$ cat config.mk
export PLATFORM = sky130hd
export DESIGN_NAME = lcae_top
export DESIGN_NICKNAME = d
export VERILOG_FILES = /design/src/pkg/lcae_pkg.sv /design/src/rtl/lcae_ahb_slave.sv /design/src/rtl/lcae_divider.sv /design/src/rtl/lcae_top.sv
export SDC_FILE = /design/constraint.sdc
export NUM_CORES = 1
export LEC_CHECK = 0
export BUFFER_PORTS_ARGS = -buffer_cell sky130_fd_sc_hd__buf_2
export CORE_MARGIN = 4
export CORE_UTILIZATION = 29
export DETAILED_ROUTE_END_ITERATION = 10
export GPL_TIMING_DRIVEN = 0
export PLACE_DENSITY = 0.52
export SKIP_LAST_GASP = 1
export SYNTH_ARGS = -nofsm -noshare
export SYNTH_HDL_FRONTEND = slang
export SYNTH_SLANG_ARGS = --single-unit
$ cat constraint.sdc
create_clock -name sys_clk -period 5.1 [get_ports sys_clk]
set_clock_uncertainty 0.2 [all_clocks]
set_input_delay 1.02 -clock sys_clk [delete_from_list [all_inputs] [get_ports sys_clk]]
set_output_delay 1.02 -clock sys_clk [all_outputs]
set_load 0.01 [all_outputs]
$ cat src/pkg/lcae_pkg.sv
// Constants and carrier types for the line-cycle apparent energy accumulator.
// Assumes one clock domain; register offsets are byte addresses on AHB-Lite.
`default_nettype none
package lcae_pkg;
  ////////////////////////////////////////////////////////////////////////////
  localparam int ACC_W = 48;
  localparam int RES_W = 24;
  localparam int SMP_W = 24;
  localparam int DIV_W = 8;
  localparam int HC_W = 16;
  localparam int ST_W = 3;
  localparam int AW = 8;
  // Accumulation tick every four clocks
  localparam int TICK_CLKS = 4;
  localparam logic [1:0] TICK_LAST = 2'(TICK_CLKS - 1);
  localparam logic [5:0] DIV_STEPS = 6'h30;
  // Register byte offsets
  localparam logic [AW-1:0] OFS_RESULT = 8'h00;
  localparam logic [AW-1:0] OFS_LINE = 8'h04;
  localparam logic [AW-1:0] OFS_DIV = 8'h08;
  localparam logic [AW-1:0] OFS_HCC = 8'h0c;
  localparam logic [AW-1:0] OFS_STAT = 8'h10;
  localparam logic [AW-1:0] OFS_MASK = 8'h14;
  // Status and mask bit positions
  localparam int ST_CYC = 0;
  localparam int ST_HALF = 1;
  localparam int ST_OVF = 2;
  // Reset values and the NONSEQ transfer code
  localparam logic [DIV_W-1:0] DIV_RST = 8'h00;
  localparam logic [HC_W-1:0] HCC_RST = 16'hffff;
  localparam logic [ST_W-1:0] MASK_RST = 3'h0;
  localparam logic [1:0] HTRANS_NONSEQ = 2'h2;
  ////////////////////////////////////////////////////////////////////////////
  typedef struct packed {
    logic wr;
    logic rd;
    logic [AW-1:0] addr;
    logic [AW-1:0] rd_addr;
    logic [31:0] wdata;
  } lcae_bus_t;

  typedef struct packed {
    logic wr_pend;
    logic [AW-1:0] wr_addr;
    logic [31:0] rdata;
  } lcae_slv_st_t;

  typedef struct packed {
    logic busy;
    logic [5:0] step;
    logic [DIV_W:0] rem;
    logic [ACC_W-1:0] quo;
    logic [DIV_W-1:0] dvs;
    logic [RES_W-1:0] res;
    logic upd;
  } lcae_div_st_t;

  typedef struct packed {
    logic [1:0] tick_cnt;
    logic [ACC_W-1:0] acc;
    logic [ACC_W-1:0] line_acc;
    logic [ACC_W-1:0] line_sum;
    logic [HC_W-1:0] hc_cnt;
    logic [DIV_W-1:0] div;
    logic [HC_W-1:0] hcc;
    logic [RES_W-1:0] res;
    logic [RES_W-1:0] line_res;
    logic [ST_W-1:0] stat;
    logic [ST_W-1:0] mask;
    logic period_end;
    logic cal_pulse;
  } lcae_top_st_t;
endpackage
`default_nettype wire

$ cat src/rtl/lcae_ahb_slave.sv
// AHB-Lite slave front end: address decode, write strobe, registered read data.
// Assumes single word transfers; read data word is supplied by the owner.
`timescale 1ns/1ps
`default_nettype none
module lcae_ahb_slave import lcae_pkg::*; (
  input wire logic sys_clk,
  input wire logic rst,
  input wire logic ce,
  input wire logic hsel,
  input wire logic [31:0] haddr,
  input wire logic [1:0] htrans,
  input wire logic hwrite,
  input wire logic hready,
  input wire logic [31:0] hwdata,
  input wire logic [31:0] rd_word,
  output lcae_bus_t bus,
  output logic hreadyout,
  output logic [31:0] hrdata,
  output logic hresp
);
  lcae_slv_st_t st_q, st_d;
  logic req;

  ////////////////////////////////////////////////////////////////////////////
  // Stretch transfers while frozen so none is lost
  assign hreadyout = ce;
  assign hresp = 1'b0;
  assign hrdata = st_q.rdata;
  assign req = hsel && hready && ce && htrans == HTRANS_NONSEQ;

  always_comb begin
    st_d = st_q;
    bus.rd = req && !hwrite;
    bus.wr = st_q.wr_pend && ce;
    // Own read address, so a write data phase and a read address phase can share a cycle
    bus.addr = st_q.wr_addr;
    bus.rd_addr = haddr[AW-1:0];
    bus.wdata = hwdata;
    if (ce) begin
      st_d.wr_pend = req && hwrite;
      if (req) begin
        st_d.wr_addr = haddr[AW-1:0];
      end
      if (bus.rd) begin
        st_d.rdata = rd_word;
      end
    end
  end

  always_ff @(posedge sys_clk) begin
    if (rst) begin
      st_q <= '0;
    end else begin
      st_q <= st_d;
    end
  end
endmodule // lcae_ahb_slave
`default_nettype wire

$ cat src/rtl/lcae_divider.sv
// Free-running restoring divider: 48-bit dividend by 8-bit divisor.
// Snapshots its inputs when idle; a zero divisor divides by one.
`timescale 1ns/1ps
`default_nettype none
module lcae_divider import lcae_pkg::*; (
  input wire logic sys_clk,
  input wire logic rst,
  input wire logic ce,
  input wire logic [ACC_W-1:0] dividend,
  input wire logic [DIV_W-1:0] divisor,
  output logic [RES_W-1:0] quotient_hi,
  output logic upd
);
  lcae_div_st_t st_q, st_d;
  logic [DIV_W:0] trial;

  ////////////////////////////////////////////////////////////////////////////
  assign quotient_hi = st_q.res;
  assign upd = st_q.upd;

  always_comb begin
    st_d = st_q;
    trial = {st_q.rem[DIV_W-1:0], st_q.quo[ACC_W-1]};
    if (ce) begin
      st_d.upd = 1'b0;
      if (!st_q.busy) begin
        st_d.busy = 1'b1;
        st_d.step = '0;
        st_d.rem = '0;
        st_d.quo = dividend;
        st_d.dvs = (divisor == '0) ? 8'h01 : divisor;
      end else begin
        st_d.quo = {st_q.quo[ACC_W-2:0], 1'b0};
        if (trial >= {1'b0, st_q.dvs}) begin
          st_d.rem = trial - {1'b0, st_q.dvs};
          st_d.quo[0] = 1'b1;
        end else begin
          st_d.rem = trial;
        end
        st_d.step = st_q.step + 6'h01;
        if (st_q.step == DIV_STEPS - 6'h01) begin
          st_d.busy = 1'b0;
          st_d.upd = 1'b1;
          st_d.res = st_d.quo[ACC_W-1 -: RES_W];
        end
      end
    end
  end

  always_ff @(posedge sys_clk) begin
    if (rst) begin
      st_q <= '0;
    end else begin
      st_q <= st_d;
    end
  end
endmodule // lcae_divider
`default_nettype wire

$ cat src/rtl/lcae_top.sv
// Apparent energy accumulator with line-cycle mode, AHB-Lite registers and irq.
// Assumes power samples, zero-crossing and active pulse are synchronous to sys_clk.
//
// How it works
// - One apparent power sample is added to the accumulator every four clocks.
// - The internal accumulator is 48 bits wide and wraps past all ones.
// - The visible result is 24 bits; with a divisor of zero or one it overflows past its all-ones value.
// - A divisor above one scales the result down in proportion; it still wraps when the accumulator wraps.
// - Line accumulation always runs over a counted number of half line cycles.
// - The half-cycle count comes from an unsigned 16-bit setting, up to 65535.
// - The line period is shared with the active energy path via a period pulse.
// - Each period end sets the cycle-done flag and, if unmasked, asserts irq_n low.
// - The line result uses the same path and LSB weight as the free-running result.
// - The calibration pulse output follows active energy only.
// - No reactive gain or offset correction exists in this block.
// - The divisor is 8 bits unsigned and zero divides by one.
// - The visible result is the upper 24 bits of the divided accumulator, unsigned.
`timescale 1ns/1ps
`default_nettype none
module lcae_top import lcae_pkg::*; (
  input wire logic sys_clk,
  input wire logic rst,
  input wire logic ce,
  input wire logic hsel,
  input wire logic [31:0] haddr,
  input wire logic [1:0] htrans,
  input wire logic hwrite,
  input wire logic [2:0] hsize,
  input wire logic hready,
  input wire logic [31:0] hwdata,
  output logic hreadyout,
  output logic [31:0] hrdata,
  output logic hresp,
  input wire logic [SMP_W-1:0] power_sample,
  input wire logic zero_cross,
  input wire logic active_pulse_in,
  output logic calibration_pulse_out,
  output logic line_period_end,
  output logic irq_n
);
  lcae_top_st_t st_q, st_d;
  lcae_bus_t bus;
  logic [31:0] rd_word;
  logic tick;
  logic last_half;
  logic [ACC_W-1:0] sample_ext;
  logic [ACC_W-1:0] div_in [2];
  logic [RES_W-1:0] div_out [2];
  logic div_upd [2];
  logic half_evt;
  logic ovf_evt;
  logic [ST_W-1:0] evt;

  ////////////////////////////////////////////////////////////////////////////
  // Register read decode for the read data mux; the status clear compares rd_addr on its own
  function automatic logic [31:0] reg_word(input logic [AW-1:0] a,
                                          input lcae_top_st_t s);
    logic [31:0] w;
    w = 32'h0000_0000;
    case (a)
      OFS_RESULT: w = {8'h00, s.res};
      OFS_LINE: w = {8'h00, s.line_res};
      OFS_DIV: w = {24'h00_0000, s.div};
      OFS_HCC: w = {16'h0000, s.hcc};
      OFS_STAT: w = {29'h0000_0000, s.stat};
      OFS_MASK: w = {29'h0000_0000, s.mask};
      default: w = 32'h0000_0000;
    endcase
    return w;
  endfunction

  ////////////////////////////////////////////////////////////////////////////
  lcae_ahb_slave u_slave (
    .sys_clk(sys_clk),
    .rst(rst),
    .ce(ce),
    .hsel(hsel),
    .haddr(haddr),
    .htrans(htrans),
    .hwrite(hwrite),
    .hready(hready),
    .hwdata(hwdata),
    .rd_word(rd_word),
    .bus(bus),
    .hreadyout(hreadyout),
    .hrdata(hrdata),
    .hresp(hresp)
  );

  assign rd_word = reg_word(bus.rd_addr, st_q);

  ////////////////////////////////////////////////////////////////////////////
  // Same divider for both sums keeps their LSB weight equal
  assign div_in[0] = st_q.acc;
  assign div_in[1] = st_q.line_sum;

  for (genvar i = 0; i < 2; i++) begin : g_div
    lcae_divider u_div (
      .sys_clk(sys_clk),
      .rst(rst),
      .ce(ce),
      .dividend(div_in[i]),
      .divisor(st_q.div),
      .quotient_hi(div_out[i]),
      .upd(div_upd[i])
    );
  end

  ////////////////////////////////////////////////////////////////////////////
  // Signed add of the power word, as the power path is twos complement
  assign sample_ext = {{(ACC_W - SMP_W){power_sample[SMP_W-1]}}, power_sample};
  assign tick = st_q.tick_cnt == TICK_LAST;
  // Setting of zero or one closes the period on every crossing
  assign last_half = zero_cross && (st_q.hc_cnt + 16'h0001 >= st_q.hcc);

  // Unsigned result: half full on bit 23 rising, overflow on wrap
  assign half_evt = div_upd[0] && !st_q.res[RES_W-1] && div_out[0][RES_W-1];
  assign ovf_evt = div_upd[0] && (div_out[0] < st_q.res);

  always_comb begin
    evt = '0;
    evt[ST_CYC] = ce && last_half;
    evt[ST_HALF] = ce && half_evt;
    evt[ST_OVF] = ce && ovf_evt;
  end

  ////////////////////////////////////////////////////////////////////////////
  always_comb begin
    st_d = st_q;
    if (ce) begin
      st_d.period_end = 1'b0;
      // Only active energy pulses reach the pulse pin
      st_d.cal_pulse = active_pulse_in;
      st_d.tick_cnt = st_q.tick_cnt + 2'h1;

      if (tick) begin
        st_d.acc = st_q.acc + sample_ext;
        st_d.line_acc = st_q.line_acc + sample_ext;
      end

      if (zero_cross) begin
        st_d.hc_cnt = st_q.hc_cnt + 16'h0001;
      end
      if (last_half) begin
        st_d.hc_cnt = '0;
        st_d.line_sum = st_d.line_acc;
        st_d.line_acc = '0;
        st_d.period_end = 1'b1;
      end

      if (div_upd[0]) begin
        st_d.res = div_out[0];
      end
      if (div_upd[1]) begin
        st_d.line_res = div_out[1];
      end

      if (bus.wr) begin
        case (bus.addr)
          OFS_DIV: st_d.div = bus.wdata[DIV_W-1:0];
          OFS_HCC: st_d.hcc = bus.wdata[HC_W-1:0];
          OFS_MASK: st_d.mask = bus.wdata[ST_W-1:0];
          default: st_d.mask = st_q.mask;
        endcase
      end

      // Read clears status; a same-cycle event still lands
      if (bus.rd && bus.rd_addr == OFS_STAT) begin
        st_d.stat = '0;
      end
      st_d.stat = st_d.stat | evt;
    end
  end

  ////////////////////////////////////////////////////////////////////////////
  always_ff @(posedge sys_clk) begin
    if (rst) begin
      st_q <= '0;
      st_q.div <= DIV_RST;
      st_q.hcc <= HCC_RST;
      st_q.mask <= MASK_RST;
    end else begin
      st_q <= st_d;
    end
  end

  ////////////////////////////////////////////////////////////////////////////
  // No reactive gain or offset stage lives here; the host corrects it
  assign calibration_pulse_out = st_q.cal_pulse;
  assign line_period_end = st_q.period_end;
  assign irq_n = ~|(st_q.stat & st_q.mask);
endmodule // lcae_top
`default_nettype wire

==> results.py, run 1 <==
metrics = {
    "synth": {
        "netlist.area_leader.share_pct": 36.2,
        "ys_warn_count": 0,
        "ys_ff_latch": 467,
        "synthTopCellsByArea": "dfxtp_1 (36%), ha_1 (7.4%), nand2_1 (7.4%), a21oi_1 (6.3%), mux2i_1 (5.9%)",
        "synthDistinctLibCells": 90,
        "yosysMostFrequentCell": "nand2_1",
        "yosys-top-cells-count": "nand2_1 (510), dfxtp_1 (467), nor2_1 (349), a21oi_1 (326), clkbuf_1 (179)",
        "synth-edff-count": 0,
        "ys.flop_type": "dfxtp_1",
        "synth-seq-area-share_pct": 36.2,
        "netlist_instances": 3220,
        "netlist_area_um2": 25800,
        "syn_area_per_cell_um2": 8.02,
        "yosysTopAreaCell": "dfxtp_1",
        "ys_async_sr_fraction_pct": 0,
    },
    "clock_tree": {
        "cts_tree": "built",
        "cts_buffers": 50,
        "cts_hold_repair.buffers": 0,
        "cts_sinks": 467,
        "cts_setup_buffers": 0,
        "clk_pin_slew_ps": 70,
        "clk_latency_ps": 610,
        "htreeDepth": 2,
        "clockRootBuffer": "clkbuf_16",
        "clockBufferDepth": 3,
    },
    "layout": {
        "diodes": 0,
        "multi_input_area_um2": 15100,
        "seq_area_um2": 9350,
        "area_delta_synth_final_pct": 13.7,
        "fillers": 9567,
        "drive_gt1_share_pct": 7.66,
        "layout.nets": 3620,
    },
    "floorplanning": {
        "initial_core_util_pct": 29.2,
        "die_y_um": 306,
        "dieArea_um2": 93800,
        "core_um2": 88400,
        "rows": 109,
        "die-width_um": 306,
        "io_pins": 138,
    },
    "global_routing": {
        "grt_pass1_vias": 21600,
        "grt_first_pass_wirelength_um": 131000,
        "antenna_found_initial": 2,
        "grt-ovfl-total": 0,
        "grt.total_usage_pct": 17.5,
        "grt_start_max_net_pins": 50,
    },
    "power": {
        "power_density_nw_per_um2": 283,
        "p_total_uw": 8300,
        "vdd_drop_max_v": 0.000241,
        "p_leak_uw": 0.0111,
    },
    "setup_path": {
        "worstPathArrival_ps": 5160,
        "critPathBufInv": 1,
        "cpLargestDelayFamily": "simple AND/OR/NAND/NOR gates",
        "startpoint_type": "flop",
        "critical_path_required_ps": 5450,
        "critPathSlowestCell": "o311a_1",
        "critical_path.cell_chain": "nand3_1 > nor2_1 > and3_1 > and3_1 > and3_1 > and3_1 > xor2_1 > ha_1 > a21o_1 > a21o_1 > a21oi_1 > o22a_1 > o311a_1 > nand2_1 > nor2_2 > clkbuf_2 > a22o_1",
        "end_kind": "flop",
        "cpPeakStageDelay_ps": 450,
        "critical_path_class": "flop to flop",
        "cp_max_fo": 10,
        "crit_path_frequent_cell": "and3_1",
    },
    "sta": {
        "finalSetupTns_ps": 0,
        "final_max_slew_viol_count": 0,
        "slew_headroom_pct": 16.6,
        "setup_violations": 0,
        "tightest_slew_ps": 1250,
        "rsz0062_at_grt": "true",
        "setup_ws_ps": 291,
        "period_minus_slack_ps": 4810,
        "finalCritPeriodShare_pct": 94.3,
        "hold_viol": 0,
        "max_freq_mhz": 208,
    },
    "place": {
        "gp_congestion": 0.849,
        "dp_hpwl_um": 66200,
        "io_buffers": 84,
        "pre_cts_slack_ps": -134,
    },
    "detailed_routing": {
        "postRouteAntennaNets": 0,
        "drc": 0,
        "wire_per_inst_um": 18.8,
        "dr.first_iter.drc_count": 1498,
        "postRouteWirelength_um": 85600,
        "vias": 23300,
        "first_pass_iters": 6,
        "viasPerCell": 5.10,
    },
    "run": {
        "maxCapViolCount": 0,
    },
    "status": {
        "outcome": "finished clean",
    },
    "hold_path": {
        "hp-class": "flop to flop",
    },
}
==> per-stage QoR <==
| step | util (%) | cell area [um^2] | hold slack (ps) | std cells |
|---|---|---|---|---|
| 2_1_floorplan | - | 25800 | 231 | 3228 |
| 3_3_place_gp | 31.4 | 27700 | 243 | 4477 |
| 3_5_place_dp | 31.4 | 27700 | 247 | 4477 |
| 4_1_cts | 33.2 | 29300 | 254 | 4559 |
| 5_1_grt | 33.2 | 29400 | 272 | 4558 |
| 6_report | 33.2 | 29400 | 253 | 4558 |
==> sequential cells by signal, indices dropped and copies added (netlist names) <==
signal,flops
calibration_pulse_out,1
div_in,96
g_div.u_div.quotient_hi,48
g_div.u_div.st_q,142
g_div.u_div.upd,2
line_period_end,1
st_q,144
u_slave.bus,8
u_slave.hrdata,24
u_slave.st_q,1
==> power breakdown <==
part / switching (uW) / total, uW / internal (uW)
Combinational: 547 / 814 / 268
Clock: 1610 / 3730 / 2120
Sequential: 52.0 / 3760 / 3710
==> final timing paths <==
check / slack (ps) / endpoint / cells after the start / startpoint
min: 250 / st_q[41] / 2 / st_q[41]
max reg2reg: 290 / st_q[176] / 17 / st_q[82]
max: 290 / st_q[176] / 17 / st_q[82]
min reg2reg: 250 / st_q[41] / 2 / st_q[41]
==> layer usage <==
| layer | vias to the layer above | share of wire, % | track usage (%) |
|---|---|---|---|
| li1 | 11600 | - | - |
| met1 | 11000 | 50 | 25.9 |
| met2 | 519 | 43 | 27.6 |
| met3 | 101 | 5.0 | 2.14 |
| met4 | 0 | 1.9 | 3.48 |
| met5 | - | 0 | 0 |
==> what timing repair did <==
| action | CTS | global route |
|---|---|---|
| pin swaps | 0 | 0 |
| gates resized for setup | 3 | 25 |
| endpoints found under the setup margin | 37 | 93 |
| endpoints found under the hold margin | 0 | 0 |
==> cell usage in the layout, fill, tap and decap left out, drive strengths merged, types with 13 or more instances in the layout <==
cell type  Yosys  routed
nand4         48      48
or3           16      16
a211oi       146     146
nor2         349     349
a211o         18      18
nor3          46      46
xnor2         62      62
nand3         38      38
xor2          60      60
buf           57     142
clkbuf       179     243
nand2        511     511
a22oi         35      35
inv           89      91
nor2b         19      19
a21oi        330     330
nand2b        26      26
mux2i        152     152
o21bai        22      22
a22o          18      18
and3          13      13
dfxtp        467     467
a21o          61      61
o21a          18      18
o31ai         16      16
o21ai        128     128
ha           153     153
==> cells by family (layout without fill, tap and decap cells) <==
kind of cell,after synthesis,count (layout),share of synthesized area [%]
AOI/OAI and AO/OA,881,881,22.1
xor gates and xnor gates,122,122,4.14
adders and majority gates,157,157,7.73
buffers and inverters,327,492,5.31
DFF,467,467,36.2
muxes,156,156,6.08
other,1,9,0.0145
and+or+nand+nor,1109,1109,18.4
==> cell type report <==
type,count,share of cell area (%)
clock buffers,67,4.89
flip-flops and latches,467,31.8
plain buffers,234,3.53
well taps,1165,4.97
repair buffers,84,1.43
inverters,91,1.16
clock inverters,16,0.644
multi-input cells,2434,51.5
==> worst reg2reg max path: cells and delay by family (launching register included) <==
| family | cells | cell delay, ps |
|---|---|---|
| AND/OR/NAND/NOR | 8 | 2070 |
| AO/OA/AOI/OAI | 6 | 1340 |
| flip-flops | 1 | 410 |
| buffers and inverters | 1 | 310 |
| adder cells (fa/ha/maj) | 1 | 260 |
| XOR/XNOR | 1 | 170 |
No activity file was read; power rests on OpenSTA's default activity.
==> inputs of run 2 (changes only) <==
Clock period 5.1 ns to 4.8 ns, I/O delays scaled along.
==> results.py, run 2 (synthesized netlist as in run 1, its figures left out) <==
metrics = {
    "floorplanning": {
        "dieArea_um2": 93800,
        "core_um2": 88400,
        "initial_core_util_pct": 29.2,
        "io_pins": 138,
        "die-width_um": 306,
        "die_y_um": 306,
        "rows": 109,
    },
    "sta": {
        "period_minus_slack_ps": 4530,
        "setup_violations": 0,
        "slew_headroom_pct": 15.3,
        "rsz0062_at_grt": "false",
        "max_freq_mhz": 221,
        "tightest_slew_ps": 1270,
        "finalCritPeriodShare_pct": 94.3,
        "setup_ws_ps": 274,
        "finalSetupTns_ps": 0,
        "hold_viol": 0,
        "final_max_slew_viol_count": 0,
    },
    "layout": {
        "fillers": 9565,
        "top_register": "st_q",
        "final_cell_mix": "nand2_1 (509), dfxtp_1 (467), nor2_1 (347)",
        "layout.cells.non_filler": 4559,
        "largest_reg_flops": 144,
        "area_delta_synth_final_pct": 13.9,
        "final_common_cell": "nand2_1",
        "layout.nets": 3619,
        "drive_gt1_share_pct": 7.90,
    },
    "global_routing": {
        "grt-ovfl-total": 0,
        "grt_first_pass_wirelength_um": 131000,
        "grt_pass1_vias": 21600,
        "grt_start_max_net_pins": 50,
        "grt.total_usage_pct": 17.6,
        "antenna_found_initial": 0,
    },
    "detailed_routing": {
        "vias": 23300,
        "dr.first_iter.drc_count": 1573,
        "postRouteWirelength_um": 85800,
        "wire_per_inst_um": 18.8,
        "viasPerCell": 5.11,
        "first_pass_iters": 5,
        "postRouteAntennaNets": 0,
        "drc": 0,
    },
    "setup_path": {
        "critical_path_required_ps": 5130,
        "critical_path.cell_chain": "ha_1 > nand3_1 > nor2_1 > and3_1 > and3_1 > nand3_1 > nor2_1 > xor2_1 > ha_1 > a21o_1 > a21oi_1 > o22a_1 > o311a_2 > clkbuf_4 > and2_1 > nand2_1 > o21ai_0",
        "cpLargestDelayFamily": "simple AND/OR/NAND/NOR gates",
        "startpoint_type": "flop",
        "worstPathArrival_ps": 4860,
        "critical_path_class": "flop to flop",
        "cpPeakStageDelay_ps": 410,
        "cp_max_fo": 10,
        "critPathSlowestCell": "dfxtp_1",
        "end_kind": "flop",
        "critPathBufInv": 1,
    },
    "power": {
        "vdd_drop_max_v": 0.000257,
        "combPwrFrac_pct": 9.8,
        "intPower_uw": 6480,
        "p_leak_uw": 0.0111,
        "power_frac_seq_pct": 45.3,
        "p_sw_share_pct": 26.6,
        "p_sw_uw": 2340,
        "p_total_uw": 8820,
        "power_density_nw_per_um2": 300,
        "clockPowerShare_pct": 44.8,
    },
    "place": {
        "io_buffers": 84,
        "dp_cells": 4477,
        "gp_congestion": 0.849,
        "dp_hpwl_um": 66200,
        "pre_cts_slack_ps": -434,
    },
    "status": {
        "outcome": "finished clean",
    },
    "clock_tree": {
        "clockBufferDepth": 3,
        "cts_tree": "built",
        "clockRootBuffer": "clkbuf_16",
        "clk_latency_ps": 610,
        "clk_pin_slew_ps": 60,
        "cts_sinks": 467,
        "cts_hold_repair.buffers": 0,
        "htreeDepth": 2,
        "cts_buffers": 50,
    },
    "hold_path": {
        "hp-class": "flop to flop",
    },
    "run": {
        "maxCapViolCount": 0,
    },
}
[run 2: cell types whose count changed in the layout (fill, tap and decap cells not counted), sizes merged]
| cell | delta |
|---|---|
| clkbuf | -1 |
| diode | +2 |
[run 2: final cells by class]
class                           count  area (um^2)  share of cell area (%)
Inverter                           91          342                    1.16
Buffer                            233         1040                    3.53
Tap cell                         1165         1460                    4.96
Sequential cell                   467         9350                    31.8
Antenna cell                        2         5.00                  0.0170
Multi-Input combinational cell   2434        15200                    51.6
Clock buffer                       67         1440                    4.88
Timing Repair Buffer               84          420                    1.43
Clock inverter                     16          189                   0.643
[run 2: path summary, 6_finish.rpt]
path             from   endpoint  slack, ps  cells after the start
max          st_q[80]  st_q[173]        270                     17
max reg2reg  st_q[80]  st_q[173]        270                     17
min reg2reg  st_q[41]   st_q[41]        250                      2
min          st_q[41]   st_q[41]        250                      2
[run 2: metal layers]
| metal | up-vias | track usage, % | part of all wire (%) |
|---|---|---|---|
| li1 | 11600 | - | - |
| met1 | 11100 | 26.0 | 50 |
| met2 | 505 | 27.8 | 44 |
| met3 | 92 | 1.96 | 4.8 |
| met4 | 0 | 2.98 | 1.5 |
| met5 | - | 0 | 0 |
[run 2: worst register-to-register path, delay by kind of cell (launching register included)]
kind / cells / cell delay (ps)
XOR/XNOR: 1 / 170
buffers and inverters: 1 / 340
AO/OA/AOI/OAI: 5 / 1130
AND/OR/NAND/NOR: 8 / 1710
adder cells (fa/ha/maj): 2 / 490
flip-flops: 1 / 410
[run 2: repair_timing]
item                       4_1_cts  5_1_grt
resized for setup               15       19
setup endpoints to repair       94       96
buffers inserted                 0        0
[run 2: through the flow]
stage | hold slack [ps] | cell area, um^2 | utilization, %
6_report | 253 | 29400 | 33.3
3_3_place_gp | 243 | 27700 | 31.4
5_1_grt | 272 | 29400 | 33.3
3_5_place_dp | 247 | 27700 | 31.4
4_1_cts | 254 | 29400 | 33.2
2_1_floorplan | 231 | 25800 | -
[run 2: power by group through the flow]
| stage | combinational [uW] | sequential (uW) | clock, uW |
|---|---|---|---|
| 2_1_floorplan | 580 | 4060 | 0 |
| 3_3_place_gp | 854 | 4080 | 0 |
| 3_5_place_dp | 856 | 4080 | 0 |
| 4_1_cts | 861 | 4000 | 4030 |
| 5_1_grt | 950 | 4000 | 4180 |
| 6_report | 866 | 4000 | 3950 |
==> inputs of run 3 (changes only) <==
==> constraint.sdc (replaced) <==
create_clock -name sys_clk -period 4.8 [get_ports sys_clk]
set_clock_uncertainty 0.2 [all_clocks]
set_input_delay 0.48 -clock sys_clk [delete_from_list [all_inputs] [get_ports sys_clk]]
set_output_delay 0.48 -clock sys_clk [all_outputs]
set_load 0.01 [all_outputs]
==> results.py, run 3 (synthesized netlist as in run 1, its figures left out) <==
metrics = {
    "sta": {
        "finalSetupTns_ps": 0,
        "hold_viol": 0,
        "finalCritPeriodShare_pct": 94.4,
        "setup_violations": 0,
        "period_minus_slack_ps": 4530,
        "holdWs_ps": 157,
        "slew_headroom_pct": 13.9,
        "tightest_slew_ps": 1290,
        "max_freq_mhz": 221,
        "rsz0062_at_grt": "false",
        "final_max_slew_viol_count": 0,
    },
    "global_routing": {
        "grt_pass1_vias": 21700,
        "grt_start_max_net_pins": 50,
        "antenna_found_initial": 0,
        "grt_first_pass_wirelength_um": 131000,
        "grt-ovfl-total": 0,
        "grt.total_usage_pct": 17.6,
    },
    "layout": {
        "stdcell_area_um2": 29600,
        "top_register": "st_q",
        "drive_gt1_share_pct": 7.84,
        "diodes": 0,
        "final_cell_mix": "nand2_1 (509), dfxtp_1 (467), nor2_1 (347)",
        "largest_reg_flops": 144,
        "layout.nets": 3644,
        "area_delta_synth_final_pct": 14.8,
        "final_common_cell": "nand2_1",
        "final_util_pct": 33.5,
    },
    "power": {
        "vdd_drop_max_v": 0.000259,
        "p_sw_uw": 2340,
        "clockPowerShare_pct": 44.7,
        "power_density_nw_per_um2": 298,
        "p_leak_uw": 0.0112,
        "intPower_uw": 6490,
        "p_sw_share_pct": 26.5,
        "p_total_uw": 8830,
        "power_frac_seq_pct": 45.3,
        "combPwrFrac_pct": 10.0,
    },
    "floorplanning": {
        "io_pins": 138,
        "rows": 109,
        "dieArea_um2": 93800,
        "initial_core_util_pct": 29.2,
        "die-width_um": 306,
        "core_um2": 88400,
        "die_y_um": 306,
    },
    "place": {
        "postPlaceCellArea_um2": 27700,
        "io_buffers": 84,
        "gp_congestion": 0.849,
        "dp_hpwl_um": 66200,
    },
    "detailed_routing": {
        "wire_per_inst_um": 18.7,
        "dr.first_iter.drc_count": 1472,
        "first_pass_iters": 7,
        "drc": 0,
        "postRouteAntennaNets": 0,
        "viasPerCell": 5.09,
        "postRouteWirelength_um": 85800,
        "vias": 23300,
    },
    "setup_path": {
        "critical_path_class": "flop to flop",
        "worstPathArrival_ps": 4860,
        "cp_max_fo": 10,
        "critical_path_required_ps": 5130,
        "end_kind": "flop",
        "startpoint_type": "flop",
    },
    "status": {
        "outcome": "finished clean",
    },
    "clock_tree": {
        "cts_setup_buffers": 0,
        "cts_buffers": 50,
        "cts_sinks": 467,
        "clockBufferDepth": 3,
        "cts_tree": "built",
        "clk_latency_ps": 610,
        "clk_pin_slew_ps": 60,
        "clockRootBuffer": "clkbuf_16",
        "htreeDepth": 2,
    },
    "hold_path": {
        "hp-class": "input port to flop",
    },
    "run": {
        "maxCapViolCount": 0,
    },
}
run 3: changes by cell type in the layout (fill, tap and decap cells not counted):
cell / before / now
diode_2: 2 / 0
dlygate4sd3_1: 0 / 25
run 3: critical path, cell delays in order (launching register included):
cell and delay [ps]:
dfxtp_1 420, ha_1 230, nand3_1 160, nor2_1 250, and3_1 250, and3_1 230, nand3_1 150, nor2_1 160
xor2_1 170, ha_1 260, a21o_1 160, a21oi_1 230, o22a_1 170, o311a_2 330, clkbuf_4 330, and2_1 290
nand2_1 210, o21ai_0 240
run 3: path summary, 6_finish.rpt:
kind                                      start         end  slack [ps]  cells after the start
worst max-delay path                   st_q[80]   st_q[173]         270                     17
worst min register to register         st_q[41]    st_q[41]         250                      2
worst max register to register         st_q[80]   st_q[173]         270                     17
worst min-delay path            power_sample[0]  div_in[48]         160                      4
run 3: power groups by stage:
stage	sequential (uW)	clock [uW]	combinational, uW
after floorplan	4060	0	580
after global placement	4080	0	854
after detailed placement	4080	0	856
after CTS	4000	4030	877
after global routing	4000	4180	967
final	4000	3950	883
run 3: layout make-up:
class	count	area, um^2
buffer	233	1040
clock buffer	67	1440
clock inverter	16	189
fill	9538	58700
inverter	91	342
multi-input combinational	2434	15200
sequential	467	9350
tap	1165	1460
timing repair buffer	109	671
run 3: repair_timing:
action	in CTS	in global routing
hold buffers	25	0
hold endpoints to repair	36	0
pin swaps	0	0
resized for setup	15	19
endpoints found under the setup margin	94	96
run 3: metal layers:
| metal | share of wire [%] | up-vias | global-route usage, % |
|---|---|---|---|
| met5 | 0 | - | 0 |
| met2 | 44 | 536 | 27.9 |
| met3 | 5.2 | 90 | 1.91 |
| li1 | - | 11700 | - |
| met4 | 1.5 | 0 | 2.98 |
| met1 | 49 | 11000 | 26.0 |
run 3: through the flow:
step                worst slack (ps)  std cells
floorplan                        763       3228
global placement                -447       4477
detailed placement              -434       4477
CTS                            0.469       4583
global route                    27.2       4582
finish                           271       4582
